[config.mk]
export PLATFORM = sky130hd
export DESIGN_NAME = hpb_port
export DESIGN_NICKNAME = d
export VERILOG_FILES = /design/src/rtl/hpb_pkg.sv /design/src/rtl/hpb_port.sv
export VERILOG_INCLUDE_DIRS = /design/src /design/src/rtl
export SDC_FILE = /design/constraint.sdc
export NUM_CORES = 1
export LEC_CHECK = 0
export BUFFER_PORTS_ARGS = -buffer_cell sky130_fd_sc_hd__buf_2
export CAP_MARGIN = 20
export CORE_MARGIN = 2
export CORE_UTILIZATION = 37
export DETAILED_ROUTE_END_ITERATION = 16
export PLACE_DENSITY_LB_ADDON = 0.25
export SYNTH_ARGS = -nofsm -noshare
export SYNTH_HDL_FRONTEND = slang
export SYNTH_SLANG_ARGS = --single-unit
[constraint.sdc]
create_clock -name core_clk_i -period 2.2 [get_ports core_clk_i]
set_input_delay 0.44 -clock core_clk_i [delete_from_list [all_inputs] [get_ports core_clk_i]]
set_output_delay 0.44 -clock core_clk_i [all_outputs]
set_load 0.02 [all_outputs]
[src/rtl/hpb_defs.svh]
// Constants for the host parallel bus port: pin positions, strap levels and timing counts.
`ifndef HPB_DEFS_SVH
`define HPB_DEFS_SVH

// Positions in the synchronised pin vector.
`define HPB_PINS_W         15
`define HPB_P_D0           0
`define HPB_P_D7           7
`define HPB_P_A0           8
`define HPB_P_A1           9
`define HPB_P_A2           10
`define HPB_P_WR           11
`define HPB_P_RD           12
`define HPB_P_CS           13
`define HPB_P_SPD          14

// Pull-ups make every pin read high until it is first sampled.
`define HPB_PINS_RST       15'h7FFF

`define HPB_STYLE_SEPARATE 1'b0
`define HPB_STYLE_DIRSTRB  1'b1
`define HPB_MUX_LEVEL      1'b0
`define HPB_FAST_LEVEL     1'b0
`define HPB_STROBE_ACTIVE  1'b0
`define HPB_DIR_WRITE      1'b0
`define HPB_IRQ_ACTIVE     1'b0
`define HPB_IRQ_IDLE       1'b1

// Settle count that must be reached, with the strobe steady, before an access is acted upon.
`define HPB_SETTLE_NORMAL  3'h2
`define HPB_SETTLE_FAST    3'h0
// Cycles after reset release before straps are caught; covers the synchroniser depth.
`define HPB_STRAP_WAIT     3'h4
`define HPB_CNT_ONE        3'h1

`endif

[src/rtl/hpb_pkg.sv]
// Types shared by the host parallel bus port.
`include "hpb_defs.svh"

package hpb_pkg;

   typedef enum logic [2:0] {
      HPB_STRAP,
      HPB_IDLE,
      HPB_SETTLE,
      HPB_WRITE,
      HPB_READ
   } hpb_state_t;

   typedef struct packed {
      hpb_state_t              state;
      logic [`HPB_PINS_W-1:0]  s1;
      logic [`HPB_PINS_W-1:0]  s2;
      logic [`HPB_PINS_W-1:0]  s3;
      logic [`HPB_PINS_W-1:0]  flt;
      logic [2:0]              cnt;
      logic                    muxed;
      logic                    fast;
      logic                    style;
      logic [2:0]              addr_lat;
      logic [7:0]              wdata;
      logic [2:0]              reg_addr;
      logic [7:0]              reg_wdata;
      logic                    reg_wr;
      logic                    reg_rd;
      logic [7:0]              dout;
      logic                    doe;
      logic                    irq_n;
   } hpb_st_t;

endpackage : hpb_pkg

[src/rtl/hpb_port.sv]
// Host parallel bus port: strobe decode, address capture, read drive and interrupt pin.
`include "hpb_defs.svh"

module hpb_port
   import hpb_pkg::*;
(
   // Clock and hardware reset.
   input  wire logic       core_clk_i,
   input  wire logic       reset_n_i,
   // Host address and strap pins.
   input  wire logic       lowaddr_or_muxed_strap_i,
   input  wire logic       middle_address_bit_i,
   input  wire logic       highaddr_or_latch_strobe_i,
   // Host data bus, split into input, output and enable.
   input  wire logic [7:0] bus_data_i,
   output logic      [7:0] bus_data_o,
   output logic            bus_data_oe_o,
   // Host control pins.
   input  wire logic       write_or_transfer_sense_i,
   input  wire logic       read_or_data_qualifier_i,
   input  wire logic       device_select_n_i,
   input  wire logic       access_speed_select_i,
   output logic            irq_out_n_o,
   // Strobe style from configuration logic on this clock.
   input  wire logic       strobe_style_i,
   // Core register side.
   output logic      [2:0] reg_addr_o,
   output logic      [7:0] reg_wdata_o,
   output logic            reg_wr_o,
   output logic            reg_rd_o,
   input  wire logic [7:0] reg_rdata_i,
   input  wire logic       irq_pending_i
);

   hpb_st_t                st_ff;
   hpb_st_t                nxt_st;
   logic [`HPB_PINS_W-1:0] pins;
   logic [`HPB_PINS_W-1:0] nxt_flt;
   logic                   acc_wr;
   logic                   acc_rd;
   logic                   sel;

   // Returns {write, read}; both low when no transfer is qualified.
   function automatic logic [1:0] hpb_decode(input logic style, input logic wr_pin, input logic rd_pin);
      logic [1:0] r;
      r = 2'h0;
      if (style == `HPB_STYLE_SEPARATE) begin
         // A write and read strobe held low together is illegal and is ignored.
         if ((wr_pin == `HPB_STROBE_ACTIVE) && (rd_pin != `HPB_STROBE_ACTIVE)) begin
            r = 2'h2;
         end
         if ((rd_pin == `HPB_STROBE_ACTIVE) && (wr_pin != `HPB_STROBE_ACTIVE)) begin
            r = 2'h1;
         end
      end else begin
         if (rd_pin == `HPB_STROBE_ACTIVE) begin
            r = (wr_pin == `HPB_DIR_WRITE) ? 2'h2 : 2'h1;
         end
      end
      return r;
   endfunction : hpb_decode

   assign pins = {access_speed_select_i, device_select_n_i, read_or_data_qualifier_i,
                  write_or_transfer_sense_i, highaddr_or_latch_strobe_i, middle_address_bit_i,
                  lowaddr_or_muxed_strap_i, bus_data_i};

   // A pin change is accepted only once the second and third stages agree.
   genvar gi;
   generate
      for (gi = 0; gi < `HPB_PINS_W; gi++) begin : g_flt
         assign nxt_flt[gi] = (st_ff.s2[gi] == st_ff.s3[gi]) ? st_ff.s3[gi] : st_ff.flt[gi];
      end
   endgenerate

   assign {acc_wr, acc_rd} = hpb_decode(st_ff.style, st_ff.flt[`HPB_P_WR], st_ff.flt[`HPB_P_RD]);
   assign sel = (st_ff.flt[`HPB_P_CS] == `HPB_STROBE_ACTIVE);

   always_comb begin
      nxt_st        = st_ff;
      nxt_st.s1     = pins;
      nxt_st.s2     = st_ff.s1;
      nxt_st.s3     = st_ff.s2;
      nxt_st.flt    = nxt_flt;
      nxt_st.reg_wr = 1'b0;
      nxt_st.reg_rd = 1'b0;
      nxt_st.irq_n  = irq_pending_i ? `HPB_IRQ_ACTIVE : `HPB_IRQ_IDLE;
      // Latch enable is sampled regardless of select, as the host may strobe it for other devices.
      if (st_ff.muxed && st_ff.flt[`HPB_P_A2]) begin
         nxt_st.addr_lat = st_ff.flt[`HPB_P_D0 +: 3];
      end
      case (st_ff.state)
         HPB_STRAP: begin
            nxt_st.cnt = st_ff.cnt + `HPB_CNT_ONE;
            if (st_ff.cnt == `HPB_STRAP_WAIT) begin
               nxt_st.muxed = (st_ff.flt[`HPB_P_A0] == `HPB_MUX_LEVEL);
               // Fast timing is refused on a multiplexed bus; the pull-up reset value means normal.
               nxt_st.fast  = (st_ff.flt[`HPB_P_SPD] == `HPB_FAST_LEVEL) &&
                              (st_ff.flt[`HPB_P_A0] != `HPB_MUX_LEVEL);
               nxt_st.style = strobe_style_i;
               nxt_st.state = HPB_IDLE;
            end
         end
         HPB_IDLE: begin
            nxt_st.doe = 1'b0;
            nxt_st.cnt = 3'h0;
            if (sel && (acc_wr || acc_rd)) begin
               nxt_st.state = HPB_SETTLE;
            end
         end
         HPB_SETTLE: begin
            if (!sel || !(acc_wr || acc_rd)) begin
               nxt_st.state = HPB_IDLE;
            end else if (st_ff.cnt >= (st_ff.fast ? `HPB_SETTLE_FAST : `HPB_SETTLE_NORMAL)) begin
               nxt_st.reg_addr = st_ff.muxed ? st_ff.addr_lat
                                             : st_ff.flt[`HPB_P_A2:`HPB_P_A0];
               if (acc_wr) begin
                  nxt_st.wdata = st_ff.flt[`HPB_P_D7:`HPB_P_D0];
                  nxt_st.state = HPB_WRITE;
               end else begin
                  nxt_st.reg_rd = 1'b1;
                  nxt_st.state  = HPB_READ;
               end
            end else begin
               nxt_st.cnt = st_ff.cnt + `HPB_CNT_ONE;
            end
         end
         HPB_WRITE: begin
            // Data is taken at the trailing edge of the strobe, where hosts guarantee it valid.
            if (sel && acc_wr) begin
               nxt_st.wdata = st_ff.flt[`HPB_P_D7:`HPB_P_D0];
            end else begin
               nxt_st.reg_wr    = 1'b1;
               nxt_st.reg_wdata = st_ff.wdata;
               nxt_st.state     = HPB_IDLE;
            end
         end
         HPB_READ: begin
            if (sel && acc_rd) begin
               nxt_st.dout = reg_rdata_i;
               nxt_st.doe  = 1'b1;
            end else begin
               nxt_st.doe   = 1'b0;
               nxt_st.state = HPB_IDLE;
            end
         end
         default: begin
            nxt_st.state = HPB_IDLE;
         end
      endcase
   end

   // Reset puts every flop at a constant; straps are caught later in the strap state.
   always_ff @(posedge core_clk_i or negedge reset_n_i) begin
      if (!reset_n_i) begin
         st_ff       <= '0;
         st_ff.state <= HPB_STRAP;
         st_ff.s1    <= `HPB_PINS_RST;
         st_ff.s2    <= `HPB_PINS_RST;
         st_ff.s3    <= `HPB_PINS_RST;
         st_ff.flt   <= `HPB_PINS_RST;
         st_ff.irq_n <= `HPB_IRQ_IDLE;
      end else begin
         st_ff <= nxt_st;
      end
   end

   assign bus_data_o    = st_ff.dout;
   assign bus_data_oe_o = st_ff.doe;
   assign irq_out_n_o   = st_ff.irq_n;
   assign reg_addr_o    = st_ff.reg_addr;
   assign reg_wdata_o   = st_ff.reg_wdata;
   assign reg_wr_o      = st_ff.reg_wr;
   assign reg_rd_o      = st_ff.reg_rd;
endmodule : hpb_port

==> results of run 1 <==
## placed cells by master, fill, tap and decap left out, types with 2 or more instances in the layout
cell type	n
a221o_1	2
nand3b_1	2
mux2_2	6
maj3_1	15
nand2_1	5
nand2b_1	2
nor2b_1	4
dfstp_2	61
dfrtp_1	42
a21oi_1	4
inv_6	2
inv_1	8
mux2_4	8
bufinv_16	3
a2bb2oi_1	2
o21ai_0	2
ha_1	3
nor3b_2	2
buf_2	48
buf_4	5
nor2_1	5
clkbuf_8	10
mux2_1	21
## state kept, by name, summed over array words and instances (netlist names)
| name | flops |
|---|---|
| bus_data_o | 8 |
| bus_data_oe_o | 1 |
| irq_out_n_o | 1 |
| nxt_st | 30 |
| reg_addr_o | 3 |
| reg_rd_o | 1 |
| reg_wdata_o | 8 |
| reg_wr_o | 1 |
| st_ff | 50 |
## report_power, final
group	internal, W	total [W]	switching, W
Sequential	0.00226	0.00246	0.000201
Combinational	0.000528	0.00106	0.000530
Clock	0.000796	0.00143	0.000637
Total	0.00358	0.00495	0.00137
## logic make-up after synthesis
kind of cell    count (synthesis)  share of synthesized area [%]
flops                         103                          68.57
mux                            36                          11.22
buf+inv                        33                          5.399
simple gates                   28                          4.591
compound gates                 24                          5.141
fa+ha+maj                      18                          4.850
xor+xnor                        1                         0.2264
## path summary, 6_finish.rpt
path	from	end	slack [ns]
worst min-delay path	reset_n_i	st_ff[33]	0.13
worst max register to register	st_ff[38]	st_ff[28]	0.33
worst max-delay path	st_ff[38]	st_ff[28]	0.33
min in group core_clk_i	device_select_n_i	nxt_st[83]	0.17
worst min register to register	nxt_st[79]	nxt_st[64]	0.36
max in group asynchronous	reset_n_i	st_ff[46]	1.66
## worst reg2reg max path: stages, from the launching register on
cell,delay (ns)
dfrtp_1,0.40
inv_1,0.09
ha_1,0.28
nand2b_1,0.08
nand2_1,0.11
o2111a_1,0.44
mux2_1,0.36
## cell type report
class,count,area (um2),share of cell area [%]
repair buffers,54,297.8,6.752
clock inverters,6,113.9,2.582
multi-input cells,107,1007,22.84
well taps,136,170.2,3.858
clock buffers,10,137.6,3.121
inverters,8,30.03,0.6809
flip-flops and latches,103,2654,60.17
## stage by stage
stage          hold WS [ns]  total power (W)  cell area, um2
2_1_floorplan        0.1444         0.003333            3870
3_3_place_gp         0.3456         0.003527            4159
6_report             0.1282         0.004951            4410
3_5_place_dp         0.3468         0.003566            4159
5_1_grt              0.1350         0.005271            4410
4_1_cts              0.1422         0.005044            4410
## routing by layer
metal	up-vias	track usage (%)
met3	4	3.372
met1	961	15.18
met2	46	15.84
met4	0	5.357
li1	901	-
met5	-	0
==> flow_summary.json, run 1 <==
{
  "holdCritPathClass": "in2async",
  "vias": 1912,
  "track_usage_pct": 11.03,
  "fin_crit_ns": 1.868,
  "reg2reg_depth": 6,
  "firstDrtPassIters": 4,
  "grt_max_degree": 104,
  "ys_ff_latch": 103,
  "wl_met3_um": 252,
  "critPathBufInv": 1,
  "diodes": 0,
  "synth_edf_count": 0,
  "start_kind": "register",
  "dp_hpwl_um": 3557,
  "io_pins": 50,
  "peakVddDrop_uv": 439.3,
  "fin_crit_sh_pct": 84.92,
  "core_area_um2": 10230,
  "grt_pass1_wl_um": 9549,
  "cp.depth": 6,
  "ys.flop_type": "dfstp_2",
  "drt-initial-drc-count": 64,
  "rows": 37,
  "grt_setup_unrepaired": "false",
  "fin_util_pct": 43.11,
  "root_buffer": "clkbuf_8",
  "cts_buffers": 9,
  "cp_cell_sequence": "inv_1 > ha_1 > nand2b_1 > nand2_1 > o2111a_1 > mux2_1",
  "finalNonFillerCells": 424,
  "highest_layer": "met4",
  "routabilityCongestion": 0.7637,
  "drv_slew": 0,
  "wl_per_cell_um": 13.29,
  "hold_viol": 0,
  "crit_slowest_cell": "o2111a_1",
  "cts-resized-gates": 0,
  "fin_setup_tns_ns": 0,
  "drt-met1-wl_um": 2692,
  "critPathTopFamily": "compound AO/OA/AOI/OAI gates",
  "ys_warn_count": 0,
  "synthArstFlopShare_pct": 100.0,
  "yosysTopAreaCellShare_pct": 41.42,
  "antenna_left": 0,
  "drive_gt1_share_pct": 52.78,
  "synth_nets": 273,
  "synth_area_leader_cell": "dfstp_2",
  "yosys-top-cells-count": "61 x dfstp_2, 42 x dfrtp_1, 21 x mux2_1",
  "fmax_mhz": 535.3,
  "cts_sinks": 103,
  "worstPathArrival_ns": 2.11,
  "dp.cells": 408,
  "num-fill-cells": 926,
  "antenna_found_initial": 0,
  "port_buffers": 49,
  "worst_pin_slew_ns": 0.5326,
  "htreeDepth": 3,
  "cts_buffer_depth": 2,
  "cp_slowest_stage_delay_ns": 0.44,
  "power_density_nw_per_um2": 1123,
  "slew_headroom_pct": 64.49,
  "p_leak_nw": 1.953,
  "start_util_pct": 37.83,
  "clk_latency_ns": 0.36,
  "status": "finished, final reports clean",
  "netlist_top_cells_area": "dfstp_2 41%, dfrtp_1 27%, mux2_1 6.1%",
  "skew_ns": 0.007087,
  "dieArea_um2": 11290,
  "post_cts_buffers": 0,
  "setup_viol": 0,
  "globalRoute.totalOverflow": 0,
  "die_h_um": 106.3,
  "die_w_um": 106.3,
  "fin_ws_ns": 0.3318,
  "syn_area_um2": 3870,
  "yosysUniqueCellTypes": 46,
  "endpoint_kind": "register",
  "max_cap_violations": 0,
  "syn_area_per_cell_um2": 15.93,
  "cts.clk_slew.worst_paths_ns": 0.09,
  "required_ns": 2.44,
  "ctsHoldBuffers": 0,
  "layout.nets": 313,
  "crit_fanout": 8,
  "ys_seq_area_share_pct": 68.57,
  "syn2layout_area_growth_pct": 13.97,
  "drt-vias-per-instance": 4.509,
  "drt_wl_total_um": 5635,
  "crit_type": "reg2reg",
  "wl_met2_um": 2626,
  "dp_slack_ns": 0.3097,
  "drc": 0,
  "yosysMostFrequentCell": "dfstp_2",
  "grt_pass1_vias": 1927,
  "cts_tree": "built",
  "synthCells": 243
}
Note: power is estimated with default switching activity, not from simulation.
==> run 2, diff against run 1 <==
==> constraint.sdc (replaced) <==
create_clock -name core_clk_i -period 1.85 [get_ports core_clk_i]
set_input_delay 0.37 -clock core_clk_i [delete_from_list [all_inputs] [get_ports core_clk_i]]
set_output_delay 0.37 -clock core_clk_i [all_outputs]
set_load 0.02 [all_outputs]
==> flow_summary.json, run 2 (same netlist as run 1, synthesis figures left out) <==
{
  "max_cap_violations": 0,
  "start_kind": "register",
  "required_ns": 2.09,
  "min_from": "access_speed_select_i",
  "reg2reg_depth": 4,
  "drive_gt1_share_pct": 55.29,
  "vias": 1961,
  "largest_reg_flops": 50,
  "whs_endpoint": "nxt_st[84]",
  "drt-initial-drc-count": 36,
  "slew_headroom_pct": 78.52,
  "diodes": 0,
  "r2r_slack_ns": 0.07,
  "r2r-end": "reg_addr_o[1]",
  "status": "finished, final reports clean",
  "io_pins": 50,
  "port_buffers": 49,
  "die_h_um": 106.3,
  "globalRoute.totalOverflow": 0,
  "cts_tree": "built",
  "hold_viol": 0,
  "worstPathArrival_ns": 2.02,
  "start_util_pct": 37.83,
  "most-common-layout-cells": "61 x dfstp_2, 48 x buf_2, 42 x dfrtp_1",
  "hold_path_depth": 1,
  "firstDrtPassIters": 4,
  "fmax_mhz": 560.4,
  "skew_ns": 0.007613,
  "die_w_um": 106.3,
  "setup_viol": 0,
  "routabilityCongestion": 0.8132,
  "fin_crit_sh_pct": 96.45,
  "peakVddDrop_uv": 582.5,
  "grt_pass1_wl_um": 9549,
  "top_register": "st_ff",
  "syn2layout_area_growth_pct": 15.84,
  "grt_max_degree": 57,
  "cts_buffers": 9,
  "cts.clk_slew.worst_paths_ns": 0.10,
  "drt-vias-per-instance": 4.571,
  "r2r-start": "st_ff[52]",
  "drv_slew": 0,
  "drt_wl_total_um": 5593,
  "antenna_left": 0,
  "crit_slowest_cell": "dfstp_2",
  "cts_sinks": 103,
  "grt_pass1_vias": 1969,
  "htreeDepth": 3,
  "dp_hpwl_um": 3783,
  "cp_cell_sequence": "nor3b_4 > o21a_1 > and3b_1 > mux2_1",
  "p_total_w": 0.005712,
  "post_dp_cell_area_um2": 4207,
  "drc": 0,
  "endpoint_kind": "register",
  "clk_latency_ns": 0.35,
  "final_common_cell": "dfstp_2",
  "crit_type": "reg2reg",
  "layout.nets": 318,
  "rows": 37,
  "track_usage_pct": 10.98,
  "p_leak_nw": 1.976,
  "antenna_found_initial": 0,
  "holdCritPathClass": "in2reg",
  "fin_crit_ns": 1.784,
  "worst_pin_slew_ns": 0.3181,
  "crit_fanout": 5,
  "final_cell_area_um2": 4483,
  "cp_slowest_stage_delay_ns": 0.60,
  "cts_buffer_depth": 2,
  "core_area_um2": 10230,
  "wl_per_cell_um": 13.04,
  "dieArea_um2": 11290,
  "power_density_nw_per_um2": 1274,
  "root_buffer": "clkbuf_8"
}
[run 2: timing repair]
action,CTS,global route
endpoints found under the hold margin,6,0
hold buffers,1,0
buffers inserted,0,1
setup endpoints to repair,0,17
gates resized for setup,0,10
[run 2: metrics by stage]
stage / TNS [ns] / setup WS, ns / cells / utilization (%) / hold slack, ns
after floorplan: 0 / 0.2032 / 243 / - / 0.07441
after global placement: 0 / 0.08342 / 411 / 41.12 / 0.2311
after detailed placement: 0 / 0.03496 / 411 / 41.12 / 0.2300
after CTS: 0 / 0.01365 / 428 / 43.15 / 0.08086
after global routing: -0.04805 / -0.01727 / 429 / 43.82 / 0.06139
final: 0 / 0.06569 / 429 / 43.82 / 0.1011
[run 2: cell type report]
cell class                 count  area, um2
sequential                   103       2654
fill                         934       5748
inverter                       8      30.03
timing repair buffer          59      362.8
clock buffer                  11      141.4
tap                          136      170.2
clock inverter                 5      56.30
multi-input combinational    107       1069
[run 2: layer usage]
layer | global-route usage, % | share of wire, % | vias up
met5 | 0 | 0 | -
met4 | 4.511 | 0.98 | 0
met3 | 4.292 | 4.7 | 4
met2 | 15.89 | 47 | 41
met1 | 14.74 | 47 | 1003
li1 | - | - | 913
[run 2: worst max-delay path by stage]
| stage | endpoint | startpoint | slack (ns) | cells past startpoint |
|---|---|---|---|---|
| after floorplan | st_ff[23] | st_ff[38] | 0.20 | 7 |
| after global placement | st_ff[27] | st_ff[38] | 0.08 | 7 |
| after detailed placement | st_ff[27] | st_ff[38] | 0.03 | 7 |
| after CTS | st_ff[27] | st_ff[38] | 0.01 | 7 |
| after global routing | reg_addr_o[1] | st_ff[52] | -0.02 | 4 |
| final | reg_addr_o[1] | st_ff[52] | 0.07 | 4 |
[run 2: worst max-delay path, delay by kind of cell (launching register included)]
family	cells	cell delay, ns
AOI/OAI and AO/OA	1	0.16
and+or+nand+nor	2	0.57
DFF	1	0.60
muxes	1	0.35
[run 2: where the power goes]
| group | internal (W) | leakage (nW) | switching [W] | total, W |
|---|---|---|---|---|
| sequential | 0.00269 | 1.18 | 0.000234 | 0.00292 |
| combinational | 0.000710 | 0.701 | 0.000689 | 0.00140 |
| clock | 0.000664 | 0.0997 | 0.000728 | 0.00139 |
| total | 0.00406 | 1.98 | 0.00165 | 0.00571 |
==> run 3, diff against run 2 <==
--- a/config.mk
+++ b/config.mk
@@ -12,6 +12,7 @@
 export CORE_UTILIZATION = 37
 export DETAILED_ROUTE_END_ITERATION = 16
 export PLACE_DENSITY_LB_ADDON = 0.25
+export RECOVER_POWER = 50
 export SYNTH_ARGS = -nofsm -noshare
 export SYNTH_HDL_FRONTEND = slang
 export SYNTH_SLANG_ARGS = --single-unit
==> flow_summary.json, run 3 (same netlist as run 1, synthesis figures left out) <==
{
  "critPathBufInv": 0,
  "cts_sinks": 103,
  "drt-initial-drc-count": 36,
  "routabilityCongestion": 0.8132,
  "start_kind": "register",
  "clockPowerShare_pct": 24.4,
  "diodes": 0,
  "worstPathArrival_ns": 2.02,
  "crit_type": "reg2reg",
  "switching_share_pct": 28.97,
  "antenna_found_initial": 0,
  "core_area_um2": 10230,
  "rows": 37,
  "holdCritPathClass": "in2reg",
  "wl_per_cell_um": 13.05,
  "globalRoute.totalOverflow": 0,
  "layout.nets": 318,
  "grt_pass1_wl_um": 9549,
  "grt_max_degree": 57,
  "slew_headroom_pct": 55.42,
  "crit_slowest_cell": "dfstp_2",
  "peakVddDrop_uv": 582.3,
  "vias": 1946,
  "seq_power_share_pct": 51.1,
  "die_w_um": 106.3,
  "grt_pass1_vias": 1969,
  "final_cell_area_um2": 4467,
  "whs_ns": 0.1014,
  "start_util_pct": 37.83,
  "skew_ns": 0.007973,
  "dieArea_um2": 11290,
  "io_pins": 50,
  "num-fill-cells": 936,
  "final_common_cell": "buf_2",
  "crit_fanout": 5,
  "hold_viol": 0,
  "power_density_nw_per_um2": 1275,
  "root_buffer": "clkbuf_8",
  "p_leak_nw": 1.955,
  "htreeDepth": 3,
  "cts_buffer_depth": 2,
  "drt_wl_total_um": 5600,
  "critPathTopFamily": "flip-flops",
  "most-common-layout-cells": "48 x buf_2, 42 x dfrtp_1, 39 x dfstp_2",
  "port_buffers": 49,
  "top_register": "st_ff",
  "max_cap_violations": 0,
  "comb_power_share_pct": 24.5,
  "drc": 0,
  "worst_pin_slew_ns": 0.6686,
  "p_int_w": 0.004044,
  "syn2layout_area_growth_pct": 15.42,
  "cp_cell_sequence": "nor3b_4 > o21a_1 > and3b_1 > mux2_1",
  "post_dp_cell_area_um2": 4207,
  "status": "finished, final reports clean",
  "antenna_left": 0,
  "clk_latency_ns": 0.35,
  "cp_slowest_stage_delay_ns": 0.60,
  "largest_reg_flops": 50,
  "firstDrtPassIters": 4,
  "dp_hpwl_um": 3783,
  "endpoint_kind": "register",
  "required_ns": 2.09,
  "drv_slew": 0,
  "fin_crit_ns": 1.784,
  "p_switching_w": 0.001650,
  "track_usage_pct": 10.98,
  "cts_tree": "built",
  "setup_viol": 0,
  "cts.clk_slew.worst_paths_ns": 0.10,
  "fin_crit_sh_pct": 96.46,
  "fmax_mhz": 560.4,
  "drt-vias-per-instance": 4.536,
  "die_h_um": 106.3,
  "drive_gt1_share_pct": 47.44,
  "cts_buffers": 9
}
==> run 3: cell types whose count changed in the layout (fill, tap and decap cells not counted), sizes merged <==
cell and change:
buf -2, clkbuf +2
==> run 3: final timing paths <==
| path | from | to | slack, ns | cells after the start |
|---|---|---|---|---|
| max in group asynchronous | reset_n_i | st_ff[46] | 0.27 | 3 |
| worst min register to register | nxt_st[72] | nxt_st[57] | 0.36 | 0 |
| worst min-delay path | access_speed_select_i | nxt_st[84] | 0.10 | 1 |
| worst max-delay path | st_ff[52] | reg_addr_o[1] | 0.07 | 4 |
| worst max register to register | st_ff[52] | reg_addr_o[1] | 0.07 | 4 |
| min in group asynchronous | reset_n_i | reg_wdata_o[2] | 0.55 | 2 |
==> run 3: layer usage <==
metal | track usage, % | vias to the layer above | share of wire [%]
met5 | 0 | - | 0
li1 | - | 911 | -
met2 | 15.89 | 36 | 47
met3 | 4.292 | 4 | 4.6
met1 | 14.74 | 995 | 48
met4 | 4.511 | 0 | 0.98
==> run 3: what timing repair did <==
action / CTS / global route
gates resized for setup: 0 / 10
hold buffers: 1 / 0
setup endpoints to repair: 0 / 17
endpoints found under the hold margin: 6 / 0
buffers inserted: 0 / 1
==> run 3: area by class of cell <==
type | instances | area (um2) | share of cell area (%)
clock buffer | 11 | 141.4 | 3.165
clock inverter | 5 | 56.30 | 1.261
inverter | 8 | 30.03 | 0.6723
multi-input combinational | 107 | 1069 | 23.92
sequential | 103 | 2654 | 59.41
tap | 136 | 170.2 | 3.810
timing repair buffer | 59 | 346.6 | 7.759
==> run 3: through the flow <==
step	total power [W]	worst slack, ns	utilization (%)	TNS, ns	std cells
3_3_place_gp	0.004206	0.08342	41.12	0	411
6_report	0.005693	0.06551	43.66	0	429
4_1_cts	0.005684	0.01365	43.15	0	428
2_1_floorplan	0.003964	0.2032	-	0	243
3_5_place_dp	0.004248	0.03496	41.12	0	411
5_1_grt	0.006079	-0.01729	43.66	-0.04830	429
==> run 3: power groups by stage <==
stage / clock network [W] / logic (W) / registers [W]
after floorplan: 0 / 0.00106 / 0.00291
after global routing: 0.00157 / 0.00154 / 0.00296
final: 0.00139 / 0.00140 / 0.00291
after detailed placement: 0 / 0.00130 / 0.00295
after CTS: 0.00147 / 0.00130 / 0.00292
after global placement: 0 / 0.00126 / 0.00295
